--- src/logic/flash_result_pkg.sv ---
// package with register map, result-field layout and reset values of the routine result block
package flash_result_pkg;
  localparam logic [7:0] RESULT_OFFSET = 8'h00;
  localparam logic [7:0] CTRL_OFFSET = 8'h04;
  localparam logic [7:0] SRC_ADDR_OFFSET = 8'h08;
  localparam logic [7:0] DST_ADDR_OFFSET = 8'h0C;
  localparam logic [7:0] IRQ_STATUS_OFFSET = 8'h10;
  localparam logic [7:0] IRQ_MASK_OFFSET = 8'h14;
  localparam logic [7:0] CTRL_STATUS_OFFSET = 8'h18;

  localparam int OUTCOME_BIT = 0;
  localparam int DEST_ERR_BIT = 1;
  localparam int SRC_ERR_BIT = 2;
  localparam int MODE_ERR_BIT = 6;
  localparam int START_PROG_BIT = 0;
  localparam int START_ERASE_BIT = 1;
  localparam int PROTECT_BIT = 0;
  localparam int IRQ_PROG_BIT = 0;
  localparam int IRQ_ERASE_BIT = 1;
  localparam int IRQ_W = 2;
  localparam int ALIGN_BITS = 7;

  localparam logic [7:0] RESULT_RESET = 8'h00;
  localparam logic [31:0] ADDR_RESET = 32'h0000_0000;
  localparam logic [1:0] IRQ_MASK_RESET = 2'h0;
  localparam logic [1:0] RESP_OKAY = 2'h0;
  localparam logic [1:0] RESP_SLVERR = 2'h2;

  typedef enum logic {SEQ_IDLE, SEQ_EVAL} seq_t;
endpackage

--- src/logic/flash_addr_checker.sv ---
// address checker for the programming source buffer and destination
`timescale 1ns/1ns
module flash_addr_checker
  import flash_result_pkg::*;
#(
  parameter logic [31:0] FLASH_BASE = 32'h0000_0000,
  parameter logic [31:0] FLASH_SIZE = 32'h0004_0000
) (
  input wire logic [31:0] src_addr_in,
  input wire logic [31:0] dst_addr_in,
  output logic src_err_out,
  output logic dst_region_err_out,
  output logic dst_align_err_out
);
  generate
    if (FLASH_SIZE == 32'h0000_0000) begin : g_bad_size
      $error("flash region size must be nonzero");
    end
  endgenerate

  // offsets relative to base avoid overflow of base plus size at the top of memory
  logic [31:0] src_rel;
  logic [31:0] dst_rel;
  assign src_rel = src_addr_in - FLASH_BASE;
  assign dst_rel = dst_addr_in - FLASH_BASE;
  assign src_err_out = src_rel >= FLASH_SIZE;
  assign dst_region_err_out = dst_rel >= FLASH_SIZE;
  // low eight bits 00 or 80 means the low seven are clear
  assign dst_align_err_out = dst_addr_in[ALIGN_BITS-1:0] != '0;
endmodule // flash_addr_checker

--- src/logic/flash_op_result_flags.sv ---
// routine result flags with axi4-lite register slave and interrupt
//
// Added by the designer: the address map and register access over AXI4-Lite.
`timescale 1ns/1ns
// Contract
// - source flag bit 2 set when program data buffer start lies outside flash.
// - source flag reads 0 for a valid buffer start, 1 for an invalid one.
// - destination flag bit 1 set when destination start lies outside flash.
// - destination flag also set when destination low byte is neither 00 nor 80.
// - after programming bit 0 shows 0 on success, 1 on any error.
// - erasure results use the same 8-bit result value as programming.
// - after erasure bit 6 is 1 in error-protection state, else 0.
// - bit 6 always equals the protection bit of the control/status register.
module flash_op_result_flags
  import flash_result_pkg::*;
#(
  parameter int AXI_ADDR_W = 8,
  parameter logic [31:0] FLASH_BASE = 32'h0000_0000,
  parameter logic [31:0] FLASH_SIZE = 32'h0004_0000
) (
  input wire logic core_clk_in,
  input wire logic rst_n_in,
  input wire logic protect_state_in,
  input wire logic [AXI_ADDR_W-1:0] s_axi_awaddr_in,
  input wire logic s_axi_awvalid_in,
  output logic s_axi_awready_out,
  input wire logic [31:0] s_axi_wdata_in,
  input wire logic [3:0] s_axi_wstrb_in,
  input wire logic s_axi_wvalid_in,
  output logic s_axi_wready_out,
  output logic [1:0] s_axi_bresp_out,
  output logic s_axi_bvalid_out,
  input wire logic s_axi_bready_in,
  input wire logic [AXI_ADDR_W-1:0] s_axi_araddr_in,
  input wire logic s_axi_arvalid_in,
  output logic s_axi_arready_out,
  output logic [31:0] s_axi_rdata_out,
  output logic [1:0] s_axi_rresp_out,
  output logic s_axi_rvalid_out,
  input wire logic s_axi_rready_in,
  output logic irq_out
);
  generate
    if (AXI_ADDR_W < 5 || AXI_ADDR_W > 32) begin : g_bad_addr_w
      $error("axi address width must be 5 to 32");
    end
  endgenerate

  typedef struct packed {
    logic aw_held;
    logic [AXI_ADDR_W-1:0] aw_addr;
    logic w_held;
    logic [31:0] w_data;
    logic [3:0] w_strb;
    logic bvalid;
    logic [1:0] bresp;
    logic rvalid;
    logic [31:0] rdata;
    logic [1:0] rresp;
    logic [31:0] src_addr;
    logic [31:0] dst_addr;
    logic [7:0] result;
    logic last_erase;
    seq_t seq;
    logic op_erase;
    logic [IRQ_W-1:0] irq_status;
    logic [IRQ_W-1:0] irq_mask;
  } state_t;

  state_t st;
  state_t next_st;
  logic src_err;
  logic dst_region_err;
  logic dst_align_err;
  logic dst_err;
  logic [7:0] result_view;

  flash_addr_checker #(
    .FLASH_BASE(FLASH_BASE),
    .FLASH_SIZE(FLASH_SIZE)
  ) i_flash_addr_checker (
    .src_addr_in(st.src_addr),
    .dst_addr_in(st.dst_addr),
    .src_err_out(src_err),
    .dst_region_err_out(dst_region_err),
    .dst_align_err_out(dst_align_err)
  );

  assign dst_err = dst_region_err | dst_align_err;

  // mode bit is live so it can never disagree with the protection bit
  always_comb begin
    result_view = '0;
    result_view[MODE_ERR_BIT] = protect_state_in;
    if (st.last_erase) begin
      result_view[OUTCOME_BIT] = st.result[OUTCOME_BIT];
    end else begin
      result_view[SRC_ERR_BIT:OUTCOME_BIT] = st.result[SRC_ERR_BIT:OUTCOME_BIT];
    end
  end

  function automatic logic [31:0] merge(input logic [31:0] old, input logic [31:0] data,
                                        input logic [3:0] strb);
    logic [31:0] res;
    res = old;
    for (int i = 0; i < 4; i++) begin
      if (strb[i]) begin
        res[i*8 +: 8] = data[i*8 +: 8];
      end
    end
    return res;
  endfunction

  function automatic logic [AXI_ADDR_W-1:0] reg_addr(input logic [7:0] off);
    return AXI_ADDR_W'(off);
  endfunction

  assign s_axi_awready_out = !st.aw_held && !st.bvalid;
  assign s_axi_wready_out = !st.w_held && !st.bvalid;
  assign s_axi_arready_out = !st.rvalid;
  assign s_axi_bvalid_out = st.bvalid;
  assign s_axi_bresp_out = st.bresp;
  assign s_axi_rvalid_out = st.rvalid;
  assign s_axi_rdata_out = st.rdata;
  assign s_axi_rresp_out = st.rresp;
  assign irq_out = |(st.irq_status & st.irq_mask);

  always_comb begin
    next_st = st;
    if (s_axi_awvalid_in && s_axi_awready_out) begin
      next_st.aw_held = 1'b1;
      next_st.aw_addr = s_axi_awaddr_in;
    end
    if (s_axi_wvalid_in && s_axi_wready_out) begin
      next_st.w_held = 1'b1;
      next_st.w_data = s_axi_wdata_in;
      next_st.w_strb = s_axi_wstrb_in;
    end
    if (st.bvalid && s_axi_bready_in) begin
      next_st.bvalid = 1'b0;
    end
    if (st.rvalid && s_axi_rready_in) begin
      next_st.rvalid = 1'b0;
    end
    // address and data both held: perform the write, answer next cycle
    if (st.aw_held && st.w_held && !st.bvalid) begin
      next_st.aw_held = 1'b0;
      next_st.w_held = 1'b0;
      next_st.bvalid = 1'b1;
      next_st.bresp = RESP_OKAY;
      if (st.aw_addr == reg_addr(RESULT_OFFSET)) begin
        // result is produced by the routine; software writes are dropped
        next_st.bresp = RESP_OKAY;
      end else if (st.aw_addr == reg_addr(CTRL_OFFSET)) begin
        // a start while a routine is evaluating is ignored
        if (st.seq == SEQ_IDLE && st.w_strb[0]) begin
          if (st.w_data[START_PROG_BIT]) begin
            next_st.seq = SEQ_EVAL;
            next_st.op_erase = 1'b0;
          end else if (st.w_data[START_ERASE_BIT]) begin
            next_st.seq = SEQ_EVAL;
            next_st.op_erase = 1'b1;
          end
        end
      end else if (st.aw_addr == reg_addr(SRC_ADDR_OFFSET)) begin
        next_st.src_addr = merge(st.src_addr, st.w_data, st.w_strb);
      end else if (st.aw_addr == reg_addr(DST_ADDR_OFFSET)) begin
        next_st.dst_addr = merge(st.dst_addr, st.w_data, st.w_strb);
      end else if (st.aw_addr == reg_addr(IRQ_STATUS_OFFSET)) begin
        next_st.bresp = RESP_OKAY;
      end else if (st.aw_addr == reg_addr(IRQ_MASK_OFFSET)) begin
        if (st.w_strb[0]) begin
          next_st.irq_mask = st.w_data[IRQ_W-1:0];
        end
      end else if (st.aw_addr == reg_addr(CTRL_STATUS_OFFSET)) begin
        next_st.bresp = RESP_OKAY;
      end else begin
        next_st.bresp = RESP_SLVERR;
      end
    end
    if (s_axi_arvalid_in && s_axi_arready_out) begin
      next_st.rvalid = 1'b1;
      next_st.rresp = RESP_OKAY;
      next_st.rdata = '0;
      if (s_axi_araddr_in == reg_addr(RESULT_OFFSET)) begin
        next_st.rdata[7:0] = result_view;
      end else if (s_axi_araddr_in == reg_addr(CTRL_OFFSET)) begin
        next_st.rdata[0] = st.seq == SEQ_EVAL;
      end else if (s_axi_araddr_in == reg_addr(SRC_ADDR_OFFSET)) begin
        next_st.rdata = st.src_addr;
      end else if (s_axi_araddr_in == reg_addr(DST_ADDR_OFFSET)) begin
        next_st.rdata = st.dst_addr;
      end else if (s_axi_araddr_in == reg_addr(IRQ_STATUS_OFFSET)) begin
        next_st.rdata[IRQ_W-1:0] = st.irq_status;
        next_st.irq_status = '0;
      end else if (s_axi_araddr_in == reg_addr(IRQ_MASK_OFFSET)) begin
        next_st.rdata[IRQ_W-1:0] = st.irq_mask;
      end else if (s_axi_araddr_in == reg_addr(CTRL_STATUS_OFFSET)) begin
        next_st.rdata[PROTECT_BIT] = protect_state_in;
      end else begin
        next_st.rresp = RESP_SLVERR;
      end
    end
    // routine completion comes after the read clear so a new event is kept
    if (st.seq == SEQ_EVAL) begin
      next_st.seq = SEQ_IDLE;
      next_st.last_erase = st.op_erase;
      next_st.result = RESULT_RESET;
      if (st.op_erase) begin
        next_st.result[OUTCOME_BIT] = protect_state_in;
        next_st.result[MODE_ERR_BIT] = protect_state_in;
        next_st.irq_status[IRQ_ERASE_BIT] = 1'b1;
      end else begin
        next_st.result[SRC_ERR_BIT] = src_err;
        next_st.result[DEST_ERR_BIT] = dst_err;
        next_st.result[OUTCOME_BIT] = src_err | dst_err | protect_state_in;
        next_st.irq_status[IRQ_PROG_BIT] = 1'b1;
      end
    end
  end

  always_ff @(posedge core_clk_in) begin
    if (!rst_n_in) begin
      st <= '0;
      st.src_addr <= ADDR_RESET;
      st.dst_addr <= ADDR_RESET;
      st.result <= RESULT_RESET;
      st.irq_mask <= IRQ_MASK_RESET;
      st.seq <= SEQ_IDLE;
    end else begin
      st <= next_st;
    end
  end

  logic prog_eval;
  logic erase_eval;
  assign prog_eval = st.seq == SEQ_EVAL && !st.op_erase;
  assign erase_eval = st.seq == SEQ_EVAL && st.op_erase;
endmodule // flash_op_result_flags

--- config.mk ---
export PLATFORM = sky130hd
export DESIGN_NAME = flash_op_result_flags
export DESIGN_NICKNAME = d
export VERILOG_FILES = /design/src/logic/flash_result_pkg.sv /design/src/logic/flash_addr_checker.sv /design/src/logic/flash_op_result_flags.sv
export SDC_FILE = /design/constraint.sdc
export NUM_CORES = 1
export LEC_CHECK = 0
export ABC_AREA = 1
export ABC_CLOCK_PERIOD_IN_PS = 2000
export BUFFER_PORTS_ARGS = -buffer_cell sky130_fd_sc_hd__buf_4
export CORE_UTILIZATION = 49
export CTS_BUF_LIST = sky130_fd_sc_hd__clkbuf_4 sky130_fd_sc_hd__clkbuf_8
export CTS_CLUSTER_DIAMETER = 50
export DETAILED_ROUTE_END_ITERATION = 12
export GPL_TIMING_DRIVEN = 0
export PLACE_DENSITY_LB_ADDON = 0.3
export SETUP_SLACK_MARGIN = 0.3
export SKIP_CTS_REPAIR_TIMING = 1
export SYNTH_ARGS = -nofsm -noshare
export SYNTH_HDL_FRONTEND = slang
export SYNTH_SLANG_ARGS = --single-unit
--- constraint.sdc ---
create_clock -name core_clk_in -period 2 [get_ports core_clk_in]
set_clock_uncertainty 0.2 [all_clocks]
set_input_delay 0.2 -clock core_clk_in [delete_from_list [all_inputs] [get_ports core_clk_in]]
set_output_delay 0.2 -clock core_clk_in [all_outputs]
set_load 0.02 [all_outputs]
==> results.py <==
metrics = {
    "sta": {
        "setup_viol": 0,
        "tightest_slew_ns": 0.655,
        "fin_crit_sh": 0.884,
        "drv_slew": 0,
        "tns_ns": 0,
        "fin_crit_ns": 1.77,
        "whs_ns": -0.0466,
        "slew_headroom": 0.563,
        "rsz0062_at_grt": "true",
        "finalWorstSetupSlack_ns": 0.232,
        "max_freq_ghz": 0.566,
        "hold_viol": 2,
    },
    "detailed_routing": {
        "avgViaCountPerCell": 5.12,
        "avgRoutedWirePerCell_um": 14.5,
        "drc": 0,
        "initialDrtViolationCount": 616,
        "via_count": 6394,
        "postRouteAntennaNets": 0,
        "firstDrtPassIters": 5,
        "wl_um": 18100,
    },
    "floorplan": {
        "core_um2": 12800,
        "initial_core_util": 0.509,
        "pin_count": 102,
        "fp-row-count": 41,
        "dieArea_um2": 13700,
        "fp.dieH_um": 117,
        "die_x_um": 117,
    },
    "final_layout": {
        "n_fill_cell": 1051,
        "final_util": 0.686,
        "final_cells": 1249,
        "n_antenna_cell": 0,
        "synthToLayoutAreaGrowth_pct": 34.8,
        "nets": 1124,
        "drive_above_1_share": 0.239,
        "multiInputGateArea_um2": 2650,
        "seq_area_um2": 3130,
    },
    "global_route": {
        "grt_max_degree": 17,
        "grt_pass1_vias": 5361,
        "grt_usage": 0.262,
        "grt_pass1_wl_um": 26800,
        "grt-ovfl-total": 0,
        "antenna_found_initial": 0,
    },
    "synth": {
        "synth_top_area_frac": 0.480,
        "syn_area_per_cell_um2": 7.45,
        "synthDistinctLibCells": 33,
        "synth_edf_count": 0,
        "syn_inst": 873,
        "yosysTopAreaCell": "dfxtp_1",
        "mappedNetlistArea_um2": 6500,
        "synthTopCellsByArea": "dfxtp_1 (48%), a21oi_1 (8.9%), o21ai_0 (8.6%)",
        "yosysMostFrequentCell": "dfxtp_1",
        "synth_seq_cells": 156,
        "yosysWarnings": 0,
        "ys_seq_area_frac": 0.480,
        "synth_top_cells_by_count": "dfxtp_1 (156), nand2_1 (122), a21oi_1 (116)",
        "synth_flop_cell": "dfxtp_1",
        "synthArstFlopShare": 0,
    },
    "worst_setup_path": {
        "arrival_ns": 1.97,
        "end_kind": "flop",
        "path_max_fanout": 8,
        "worst_ep_required_time_ns": 2.21,
        "path_class": "flop to flop",
        "start_kind": "flop",
    },
    "clock_network": {
        "clk_latency_ns": 0.46,
        "numCtsBuffers": 17,
        "cts_tree": "yes",
        "clock_path_buffers": 2,
        "root_buffer": "clkbuf_8",
        "cts.sinks": 156,
        "clk_pin_slew_ns": 0.08,
        "h-tree-depth": 4,
    },
    "worst_hold_path": {
        "hold_path_class": "input pin to flop",
    },
    "placement": {
        "dp_cells": 1144,
        "hpwl_um": 12200,
        "place_congestion": 0.904,
        "port_buffers": 98,
        "place_ws_ns": -0.0555,
    },
    "power_and_ir_drop": {
        "peakVddDrop_mv": 0.483,
        "p_leak_uw": 0.00368,
        "power.density_nw_per_um2": 740,
    },
    "run_status": {
        "violations": "hold timing",
        "status": "finished, violations left",
    },
    "run": {
        "drv_cap": 0,
    },
}
logic make-up after synthesis:
kind of cell           share of synthesized area
AOI/OAI and AO/OA                          0.212
and+or+nand+nor                            0.172
buffers and inverters                      0.135
DFF                                        0.480
other                                   0.000577
worst paths after layout:
path,from,endpoint,slack (ns),cells past startpoint
min reg2reg,st[57],st[57],0.26,2
max,st[161],st[21],0.23,9
max reg2reg,st[161],st[21],0.23,9
min,s_axi_araddr_in[0],s_axi_rresp_out[1],-0.05,5
routing by layer:
layer,GRT usage,share of wire
met1,0.350,0.42
met2,0.423,0.48
met3,0.0438,0.078
met4,0.100,0.026
met5,0,0
stage by stage:
step / hold WS [ns] / cell area, um2 / power (uW)
floorplan: 0.163 / 6510 / 3680
global placement: 0.240 / 7460 / 3920
detailed placement: 0.247 / 7460 / 3940
CTS: -0.230 / 7870 / 6320
global route: 0.00511 / 8760 / 6690
finish: -0.0466 / 8760 / 6480
report_power, final:
group          switching (uW)  internal, uW  leakage, uW
clock network            1160          1290     0.000213
registers                73.0          3210      0.00127
logic                     438           321      0.00220
total                    1670          4810      0.00368
cells in the final DEF (no fill, tap or decap), types with 8 or more instances in the layout:
master	synthesis	routed
dfxtp_1	156	152
a21oi_1	116	114
clkbuf_8	0	18
inv_1	105	100
dlygate4sd3_1	0	51
o22ai_1	28	28
clkbuf_1	33	21
buf_6	1	8
clkbuf_2	0	12
nor2_1	97	89
buf_4	39	151
o21ai_0	112	100
nand2_1	122	115
o21ai_1	1	11
nand3_1	16	16
state kept, by name (all words and copies together) (netlist names):
| name | flops |
|---|---|
| s_axi_bresp_out | 1 |
| result_view | 1 |
| s_axi_rresp_out | 1 |
| s_axi_rvalid_out | 1 |
| s_axi_rdata_out | 32 |
| s_axi_bvalid_out | 1 |
| st | 119 |
final cells by class:
type	count	share of cell area
clock inverter	12	0.0166
tap	172	0.0246
sequential	156	0.357
clock buffer	20	0.0300
multi-input combinational	529	0.302
buffer	81	0.0594
timing repair buffer	170	0.163
inverter	109	0.0478
critical path, cell delays in order, from the launching register on:
cell and delay [ns]:
dfxtp_1 0.31, inv_2 0.08, nand4_4 0.15, nor3_4 0.28
buf_6 0.15, nand4_4 0.12, buf_2 0.21, nand2_1 0.07
nand2_1 0.06, nor2_1 0.09
Power figures use the tool's default switching activity.
